File: src/ltmc_pkg.sv
// Purpose: Shared constants for the LIN transceiver mode controller
// Assumes: 100 MHz system clock
// Notes:   Times in ns, us or ms as printed; cycle counts derived here
`default_nettype none
package ltmc_pkg;
   localparam int unsigned CLK_PERIOD_NS = 10;
   // Filter windows: least time rounded up to whole cycles
   localparam int unsigned ENABLE_FILTER_US = 11;
   localparam int unsigned ENABLE_FILTER_CYC = (ENABLE_FILTER_US * 1000 + CLK_PERIOD_NS - 1)
                                               / CLK_PERIOD_NS;
   localparam int unsigned DISABLE_FILTER_US = 11;
   localparam int unsigned DISABLE_FILTER_CYC = (DISABLE_FILTER_US * 1000 + CLK_PERIOD_NS - 1)
                                                / CLK_PERIOD_NS;
   localparam int unsigned WAKE_FILTER_US = 40;
   localparam int unsigned WAKE_FILTER_CYC = (WAKE_FILTER_US * 1000 + CLK_PERIOD_NS - 1)
                                             / CLK_PERIOD_NS;
   localparam int unsigned STANDBY_ENTRY_US = 5;
   localparam int unsigned STANDBY_ENTRY_CYC = (STANDBY_ENTRY_US * 1000 + CLK_PERIOD_NS - 1)
                                               / CLK_PERIOD_NS;
   localparam int unsigned TX_READY_US = 15;
   localparam int unsigned TX_READY_CYC = (TX_READY_US * 1000 + CLK_PERIOD_NS - 1)
                                          / CLK_PERIOD_NS;
   localparam int unsigned STUCK_DOM_MS = 14;
   localparam int unsigned STUCK_DOM_CYC = (STUCK_DOM_MS * 1000000 + CLK_PERIOD_NS - 1)
                                           / CLK_PERIOD_NS;
   localparam int unsigned CNT_W = 24;
   typedef enum logic [1:0] {
      ST_UNPOWERED,
      ST_SLEEP,
      ST_STANDBY,
      ST_NORMAL
   } ltmc_state_t;
endpackage : ltmc_pkg
`default_nettype wire

File: src/ltmc_filt_if.sv
// Purpose: Carrier between the controller and its level filter
// Assumes: Same clock on both sides
// Notes:   One filter serves one input
`default_nettype none
interface ltmc_filt_if;
   logic                     level;
   logic                     armed;
   logic [ltmc_pkg::CNT_W-1:0] limit;
   logic                     done;
   modport ctl (output level, output armed, output limit, input done);
   modport flt (input level, input armed, input limit, output done);
endinterface : ltmc_filt_if
`default_nettype wire

File: src/ltmc_filter.sv
// Purpose: Level persistence filter
// Assumes: Level already synchronised
// Notes:   Done pulses once when the level has held for limit cycles
`default_nettype none
module ltmc_filter (
   // Clock and reset
   input  wire logic clk,
   input  wire logic rst,
   // Controller side
   ltmc_filt_if.flt  f
);
   logic [ltmc_pkg::CNT_W-1:0] cnt_reg;
   logic                       last_reg;
   wire                        restart = !f.armed || (f.level != last_reg);
   wire                        hit     = f.armed && !restart && (cnt_reg == f.limit - 1'b1);
   always_ff @(posedge clk or posedge rst) begin
      if (rst) begin
         cnt_reg  <= '0;
         last_reg <= 1'b0;
      end else begin
         last_reg <= f.level;
         if (restart) cnt_reg <= '0;
         else if (cnt_reg != f.limit) cnt_reg <= cnt_reg + 1'b1;
      end
   end
   // Count restarts on any level change before completion
   assign f.done = hit;
endmodule : ltmc_filter
`default_nettype wire

File: src/ltmc_mode_ctrl.sv
// Purpose: Mode and timing logic of a stand-alone LIN transceiver
// Assumes: 100 MHz clk; pins synchronised here; supply_ok from a POR comparator
// Notes:   Open-drain pins are given as out/enable pairs
`default_nettype none
module ltmc_mode_ctrl #(
   parameter int unsigned STUCK_CYC = ltmc_pkg::STUCK_DOM_CYC
) (
   // Clock and reset
   input  wire logic clk,
   input  wire logic rst,
   // Supply monitor (level, low when below reset level)
   input  wire logic supply_ok,
   // Controller pins
   input  wire logic txd_in,
   input  wire logic mode_sel_in,
   output var  logic rxd_out,
   output var  logic rxd_oe,
   output var  logic txd_pd_strong,
   // Bus pin
   input  wire logic bus_in,
   output var  logic bus_out,
   output var  logic bus_oe,
   output var  logic bus_pullup_en,
   // Status
   output var  logic tx_ready,
   output var  logic [1:0] mode
);
   ////////////////////////////////////////////////////////////////////////////
   // Three-stage synchronisers; a change counts when stages two and three agree
   logic [2:0] sup_s, txd_s, en_s, bus_s;
   logic       sup_q, txd_q, en_q, bus_q;
   always_ff @(posedge clk or posedge rst) begin
      if (rst) begin
         sup_s <= 3'h0;
         txd_s <= 3'h7;
         en_s  <= 3'h0;
         bus_s <= 3'h7;
         sup_q <= 1'b0;
         txd_q <= 1'b1;
         en_q  <= 1'b0;
         bus_q <= 1'b1;
      end else begin
         sup_s <= {sup_s[1:0], supply_ok};
         txd_s <= {txd_s[1:0], txd_in};
         en_s  <= {en_s[1:0], mode_sel_in};
         bus_s <= {bus_s[1:0], bus_in};
         if (sup_s[1] == sup_s[2]) sup_q <= sup_s[2];
         if (txd_s[1] == txd_s[2]) txd_q <= txd_s[2];
         if (en_s[1] == en_s[2]) en_q <= en_s[2];
         if (bus_s[1] == bus_s[2]) bus_q <= bus_s[2];
      end
   end
   ////////////////////////////////////////////////////////////////////////////
   // Filters
   ltmc_pkg::ltmc_state_t state_reg, state_next;
   ltmc_filt_if en_f ();
   ltmc_filt_if wk_f ();
   logic        wake_seen_reg;
   wire in_normal  = (state_reg == ltmc_pkg::ST_NORMAL);
   wire in_sleep   = (state_reg == ltmc_pkg::ST_SLEEP);
   wire in_standby = (state_reg == ltmc_pkg::ST_STANDBY);
   // Enable filter watches high in sleep and standby, low inside normal
   assign en_f.level = en_q;
   assign en_f.armed = in_normal ? !en_q : (in_sleep || in_standby) && en_q;
   assign en_f.limit = in_normal ? ltmc_pkg::CNT_W'(ltmc_pkg::DISABLE_FILTER_CYC)
                                 : ltmc_pkg::CNT_W'(ltmc_pkg::ENABLE_FILTER_CYC);
   assign wk_f.level = bus_q;
   assign wk_f.armed = in_sleep && !bus_q && !wake_seen_reg;
   assign wk_f.limit = ltmc_pkg::CNT_W'(ltmc_pkg::WAKE_FILTER_CYC);
   ltmc_filter u_en_filt (.clk(clk), .rst(rst), .f(en_f.flt));
   ltmc_filter u_wk_filt (.clk(clk), .rst(rst), .f(wk_f.flt));
   ////////////////////////////////////////////////////////////////////////////
   // Wake and standby-entry delay
   logic [ltmc_pkg::CNT_W-1:0] stb_cnt_reg;
   wire stb_go = wake_seen_reg && bus_q &&
                 (stb_cnt_reg == ltmc_pkg::CNT_W'(ltmc_pkg::STANDBY_ENTRY_CYC - 1));
   always_ff @(posedge clk or posedge rst) begin
      if (rst) begin
         wake_seen_reg <= 1'b0;
         stb_cnt_reg   <= '0;
      end else if (!in_sleep) begin
         wake_seen_reg <= 1'b0;
         stb_cnt_reg   <= '0;
      end else begin
         if (wk_f.done) wake_seen_reg <= 1'b1;
         if (wake_seen_reg && bus_q) stb_cnt_reg <= stb_cnt_reg + 1'b1;
         else stb_cnt_reg <= '0;
      end
   end
   ////////////////////////////////////////////////////////////////////////////
   // State machine
   always_comb begin
      state_next = state_reg;
      case (state_reg)
         ltmc_pkg::ST_UNPOWERED: if (sup_q) state_next = ltmc_pkg::ST_SLEEP;
         ltmc_pkg::ST_SLEEP: begin
            if (en_f.done) state_next = ltmc_pkg::ST_NORMAL;
            else if (stb_go) state_next = ltmc_pkg::ST_STANDBY;
         end
         ltmc_pkg::ST_STANDBY: if (en_f.done) state_next = ltmc_pkg::ST_NORMAL;
         ltmc_pkg::ST_NORMAL: if (en_f.done) state_next = ltmc_pkg::ST_SLEEP;
         default: state_next = ltmc_pkg::ST_UNPOWERED;
      endcase
      if (!sup_q) state_next = ltmc_pkg::ST_UNPOWERED;
   end
   always_ff @(posedge clk or posedge rst) begin
      if (rst) state_reg <= ltmc_pkg::ST_UNPOWERED;
      else state_reg <= state_next;
   end
   ////////////////////////////////////////////////////////////////////////////
   // Stuck-dominant timer; restarts on every high transmit input
   logic [ltmc_pkg::CNT_W-1:0] dom_cnt_reg;
   logic                       tx_lock_reg;
   logic [ltmc_pkg::CNT_W-1:0] rdy_cnt_reg;
   always_ff @(posedge clk or posedge rst) begin
      if (rst) begin
         dom_cnt_reg <= '0;
         tx_lock_reg <= 1'b0;
      end else if (!in_normal || txd_q) begin
         dom_cnt_reg <= '0;
         tx_lock_reg <= 1'b0;
      end else if (dom_cnt_reg == ltmc_pkg::CNT_W'(STUCK_CYC - 1)) begin
         tx_lock_reg <= 1'b1;
      end else begin
         dom_cnt_reg <= dom_cnt_reg + 1'b1;
      end
   end
   // Ready counter from mode-select rise; held at the limit
   wire rdy_hit = (rdy_cnt_reg == ltmc_pkg::CNT_W'(ltmc_pkg::TX_READY_CYC));
   always_ff @(posedge clk or posedge rst) begin
      if (rst) rdy_cnt_reg <= '0;
      else if (!en_q || state_reg == ltmc_pkg::ST_UNPOWERED) rdy_cnt_reg <= '0;
      else if (!rdy_hit) rdy_cnt_reg <= rdy_cnt_reg + 1'b1;
   end
   ////////////////////////////////////////////////////////////////////////////
   // Pin drive; rxd and bus are open-drain, driven only low
   wire drive_dom  = in_normal && rdy_hit && !txd_q && !tx_lock_reg;
   wire rxd_low    = (in_normal && !bus_q) || (in_standby && !en_q);
   wire pd_strong  = in_standby && !en_q;
   always_ff @(posedge clk or posedge rst) begin
      if (rst) begin
         bus_out       <= 1'b0;
         bus_oe        <= 1'b0;
         bus_pullup_en <= 1'b0;
         rxd_out       <= 1'b0;
         rxd_oe        <= 1'b0;
         txd_pd_strong <= 1'b0;
         tx_ready      <= 1'b0;
         mode          <= 2'h0;
      end else begin
         bus_out       <= 1'b0;
         bus_oe        <= drive_dom;
         bus_pullup_en <= in_normal || in_standby;
         rxd_out       <= 1'b0;
         rxd_oe        <= rxd_low;
         txd_pd_strong <= pd_strong;
         tx_ready      <= in_normal && rdy_hit;
         mode          <= state_reg;
      end
   end
endmodule : ltmc_mode_ctrl
`default_nettype wire

File: config.mk
export PLATFORM = sky130hd
export DESIGN_NAME = ltmc_mode_ctrl
export DESIGN_NICKNAME = d
export VERILOG_FILES = /design/src/ltmc_pkg.sv /design/src/ltmc_filt_if.sv /design/src/ltmc_filter.sv /design/src/ltmc_mode_ctrl.sv
export SDC_FILE = /design/constraint.sdc
export NUM_CORES = 1
export LEC_CHECK = 0
export BUFFER_PORTS_ARGS = -buffer_cell sky130_fd_sc_hd__buf_2
export CORE_ASPECT_RATIO = 0.8
export CORE_MARGIN = 5
export CORE_UTILIZATION = 60
export DETAILED_ROUTE_END_ITERATION = 16
export PLACE_DENSITY = 0.77
export SKIP_LAST_GASP = 1
export SLEW_MARGIN = 30
export SYNTH_ARGS = -nofsm -noshare
export SYNTH_HDL_FRONTEND = slang
export SYNTH_HIERARCHICAL = 1
export SYNTH_SLANG_ARGS = --single-unit
File: constraint.sdc
create_clock -name clk -period 5.7 [get_ports clk]
set_input_delay 1.14 -clock clk [delete_from_list [all_inputs] [get_ports clk]]
set_output_delay 1.14 -clock clk [all_outputs]
set_load 0.005 [all_outputs]
======== Word level (Yosys, flattened, before mapping) ========
Cells that the tools add are included.
storage, ports and cells
  register bits after elaboration ......... 149
  input bits .............................. 6
operators by class
  add/sub/neg operators ................... 5
  eq/ne operators ......................... 22
  muxes and demuxes ....................... 21
  reduce and logical (&&, ||, !) cells .... 36
operator list
  operator                 count
  $mux W24                 10
  $add A24 B1 Y24 const B  5
  $eq A24 B11 Y1 const B   2
  $eq A24 B12 Y1 const B   1
  $eq A24 B21 Y1 const B   1
  $eq A24 B9 Y1 const B    1
  $ne A24 B11 Y1 const B   1
  $ne A24 B12 Y1 const B   1
  $logic_and A1 B1 Y1      14
  $logic_not A1 Y1         10
  $mux W2                  5
  $pmux W2 S4              1
  $logic_or A1 B1 Y1       7
  $ne A3 B3 Y1 const B     2
  $reduce_bool A2 Y1       3
  $mux W1                  5
  $eq A1 B1 Y1             4
  $eq A2 B2 Y1 const B     2
  $ne A2 B1 Y1 const B     2
  $ne A4 B3 Y1 const B     1
  $reduce_and A3 Y1        1
  $eq A2 B1 Y1 const B     1
  $logic_not A2 Y1         1
  $ne A1 B1 Y1             2
  $ne A2 B2 Y1 const B     1

======== Depth between registers and ports, before layout ========
  word-level depth ........................ 12
  gate-level depth with buffers ........... 14

======== Modules after synthesis ========
Netlist, hierarchy kept.
by module, submodules not included
  module          instances  cells each  area an instance (um^2)  sequential area each (um^2)
  ltmc_mode_ctrl  1          444         4605.7                   2487.4
  ltmc_filter     2          255         2159.6                   625.6

======== Worst setup path after synthesis ========
OpenSTA, ideal clock, no wires.
  path type ............................... reg-to-reg
  start point ............................. reg state_reg[0]
  end point ............................... reg state_reg[0]
  library setup time ...................... 0.079 ns
  data arrival time ....................... 2.465 ns
  setup slack ............................. 3.155 ns
  cell stages (with the launch flop) ...... 13
  buffers on the path ..................... 0
  clock period less this slack ............ 2.545 ns
  cells stage by stage .................... dfrtp_1 -> inv_1 -> ha_1 -> nand3_1 -> o21ai_0 -> nand2_1 -> nor4_1 -> o2111ai_1 -> a2111oi_0 -> nand4_1 -> nor3b_2 -> or4b_2 -> mux2i_1
between the ends
  longest elaborated chain between the ends .. 12
  elaborated cells on any way between the ends .. 19
ends and longest elaborated chain
  item                                          line                                        RTL
  from (decl)                                   ltmc_mode_ctrl.sv:55                        ltmc_pkg::ltmc_state_t state_reg, state_next;
  from (signal assigned)                        ltmc_mode_ctrl.sv:107                       if (rst) state_reg <= ltmc_pkg::ST_UNPOWERED;
  from (signal assigned)                        ltmc_mode_ctrl.sv:108                       else state_reg <= state_next;
  $eq A2 B1 Y1 or $eq A2 B2 Y1 (tied branches)  ltmc_mode_ctrl.sv:60, ltmc_mode_ctrl.sv:61
  $logic_or A1 B1 Y1                            ltmc_mode_ctrl.sv:64                        assign en_f.armed = in_normal ? !en_q : (in_sleep || in_standby) && en_q;
  $logic_and A1 B1 Y1                           ltmc_mode_ctrl.sv:64
  $mux W1 (*)                                   ltmc_mode_ctrl.sv:64
  via en_f.armed                                ltmc_filt_if.sv:7                           logic armed;
  $logic_not A1 Y1                              ltmc_filter.sv:14                           wire restart = !f.armed || (f.level != last_reg);
  $logic_or A1 B1 Y1                            ltmc_filter.sv:14
  $logic_not A1 Y1                              ltmc_filter.sv:15                           wire hit = f.armed && !restart && (cnt_reg == f.limit - 1'b1);
  $logic_and A1 B1 Y1 (*) (2 in a row)          ltmc_filter.sv:15
  via en_f.done                                 ltmc_filt_if.sv:9                           logic done;
  $mux W2                                       ltmc_mode_ctrl.sv:97                        if (en_f.done) state_next = ltmc_pkg::ST_NORMAL;
  $pmux W2 S4                                   ltmc_mode_ctrl.sv:94                        case (state_reg)
  $mux W2                                       ltmc_mode_ctrl.sv:104                       if (!sup_q) state_next = ltmc_pkg::ST_UNPOWERED;
Mark *: on every way through the listed nets, which the timed path passes. The rest lies on a longest branch.
A chain may end at the register's enable or synchronous reset.

======== Worst setup path after layout ========
  start point ............................. reg state_reg[0]
  end point ............................... reg state_reg[1]
Same word-level chain as after synthesis.

==> results_dict.tcl <==
set metrics [dict create \
    pin_count 15 \
    post-cts-setup-buffer-count 0 \
    cts_tree "built" \
    core_sq_mm 0.0144 \
    groute.usage.overall_pct 21.8 \
    routed_wl_mm 18.1 \
    start_util_pct 61.8 \
    grt.overflow.total 0 \
    final_nets 1150 \
    crit_path_end_kind "register" \
    hold_ws_ns 0.352 \
    dr.pass1.iters 4 \
    worstMarginPinSlew_ns 0.930 \
    netlist_area_sq_mm 0.00892 \
    maxCapViolCount 0 \
    antenna_left 0 \
    cp_slowest_cell "nand2_1" \
    grt_start_max_net_pins 58 \
    synthToLayoutAreaGrowth_pct 15.7 \
    ctsHoldBuffers 0 \
    root_buffer "clkbuf_16" \
    die_area_sq_mm 0.0174 \
    synthTopCellsByArea "dfrtp_1 (40%), xnor2_1 (9.3%), xor2_1 (7.6%)" \
    drive_gt1_share_pct 8.47 \
    cp.arrival_ns 4.05 \
    setup_tns_ns 0 \
    required_ns 6.05 \
    clock_path_buffers 2 \
    powerDensity_mw_per_mm2 246 \
    synthFlopType "dfrtp_1" \
    vias 6981 \
    fin_skew_ns 0.0109 \
    clock-sinks 149 \
    drc 0 \
    yosys.area.top_type_share_pct 39.5 \
    ys_warn_count 6 \
    p_leak_uw 0.00427 \
    ys_seq_area_share_pct 41.9 \
    gp_congestion 0.938 \
    syn_inst 954 \
    rsz0062_at_grt "no" \
    setup_viol 0 \
    ir_drop_uv 256 \
    critPathLaunchType "register" \
    status "completed" \
    synth-seq-cells 149 \
    rows 39 \
    viasPerCell 5.25 \
    die-width_um 146 \
    yosys-top-cells-count "dfrtp_1 (141), nor2_1 (134), xnor2_1 (95)" \
    synth_top_area_cell "dfrtp_1" \
    ys_types 64 \
    antenna_found_initial 0 \
    clk_pin_slew_ns 0.06 \
    crit_fanout 25 \
    critPathMaxStageDelay_ns 0.59 \
    period_needed_ns 3.70 \
    syn_avg_cell_area_sq_um 9.36 \
    synth.most_common_cell "dfrtp_1" \
    drt_iter0_markers 376 \
    synth_edf_count 0 \
    insertion_delay_ns 0.42 \
    hold_viol_final 0 \
    cts.repair.resized 0 \
    synthArstFlopShare_pct 100 \
    critical_path_class "reg -> reg" \
    max_freq_mhz 270 \
    hold_class "reg -> reg" \
    dpl.hpwl_mm 12.7 \
    portBuffers 12 \
    chipHeight_um 119 \
    cp_cell_sequence "ha_1 -> inv_1 -> nand3_1 -> o21ai_0 -> nand2_1 -> nor4_1 -> o2111ai_1 -> a2111oi_0 -> nand4_1 -> nor3b_2 -> or4b_2 -> mux2i_1" \
    grt_pass1_wl_mm 31.7 \
    p_total_uw 2540 \
    antenna_cells 0 \
    final_cell_area_sq_mm 0.0103 \
    cts_max_level 4 \
    final.period_utilization_pct 64.9 \
    wl_per_cell_um 13.6 \
    cts_buffers 17 \
    slew_headroom_pct 38.0 \
    place_area_sq_mm 0.00971 \
    slew_violations 0 \
    grt_pass1_vias 6698 \
]
==> path summary, 6_finish.rpt <==
path	startpoint	endpoint	slack [ns]	cells after the start
max in group asynchronous	rst	dom_cnt_reg[16]$_DFFE_PP0P_	3.84	3
min in group asynchronous	rst	u_wk_filt/last_reg$_DFF_PP0_	0.81	2
min	sup_s[0]$_DFF_PP0_	sup_s[1]$_DFF_PP0_	0.35	0
max reg2reg	state_reg[0]$_DFFE_PP0P_	state_reg[1]$_DFFE_PP0P_	2.00	12
max	state_reg[0]$_DFFE_PP0P_	state_reg[1]$_DFFE_PP0P_	2.00	12
min reg2reg	sup_s[0]$_DFF_PP0_	sup_s[1]$_DFF_PP0_	0.35	0
==> metrics by stage <==
step                instances  utilization [%]  worst slack [ns]
floorplan                1130                -              1.98
global placement         1297             67.2              2.33
detailed placement       1297             67.2              2.16
CTS                      1329             71.4              2.03
global route             1329             71.5              1.62
finish                   1329             71.5              2.00
==> per-layer routing <==
layer	wire, um	vias up	track usage [%]	share of wire [%]
met5	0	-	0	0
met4	233	0	5.88	1.3
met3	680	24	4.18	3.8
met2	8460	113	34.7	47
met1	8680	3320	30.8	48
li1	-	3524	-	-
==> critical path: cells and delay by family (launching register included) <==
| kind | cells | cell delay [ns] |
|---|---|---|
| fa+ha+maj | 1 | 0.24 |
| flops | 1 | 0.41 |
| mux | 1 | 0.18 |
| buf+inv | 1 | 0.15 |
| simple gates | 6 | 1.89 |
| compound gates | 3 | 0.75 |
==> cell usage in the layout, fill, tap and decap left out, types with 25 or more instances in the layout <==
cell	synthesis	final
nor2_1	134	134
xor2_1	77	77
nor3_1	34	34
and3_1	26	26
nor4_1	27	26
nand3_1	52	51
nand4_1	37	37
conb_1	2	178
dfrtp_1	141	141
xnor2_1	95	95
inv_1	28	25
nand2_1	57	57
==> report_power, final <==
part	internal, uW	switching (uW)
clock	690	440
sequential	1100	31.5
combinational	94.3	187
total	1880	658
==> layout make-up <==
class | instances | area [sq um]
clock buffer | 17 | 425
clock inverter | 15 | 183
fill | 1128 | 4120
inverter | 28 | 108
multi-input combinational | 922 | 5570
sequential | 149 | 3740
tap | 184 | 230
timing repair buffer | 14 | 75.1
==> cells by family (layout without fill, tap and decap cells) <==
family,count (synthesis),count (layout),share of synthesized area [%]
AOI/OAI and AO/OA,77,77,5.31
xor gates and xnor gates,172,172,16.9
adders and majority gates,16,16,2.13
buffers and inverters,59,74,3.31
DFF,149,149,41.9
muxes,10,10,1.18
other,2,178,0.0841
and+or+nand+nor,469,469,29.2
Note: power is estimated with default switching activity, not from simulation.
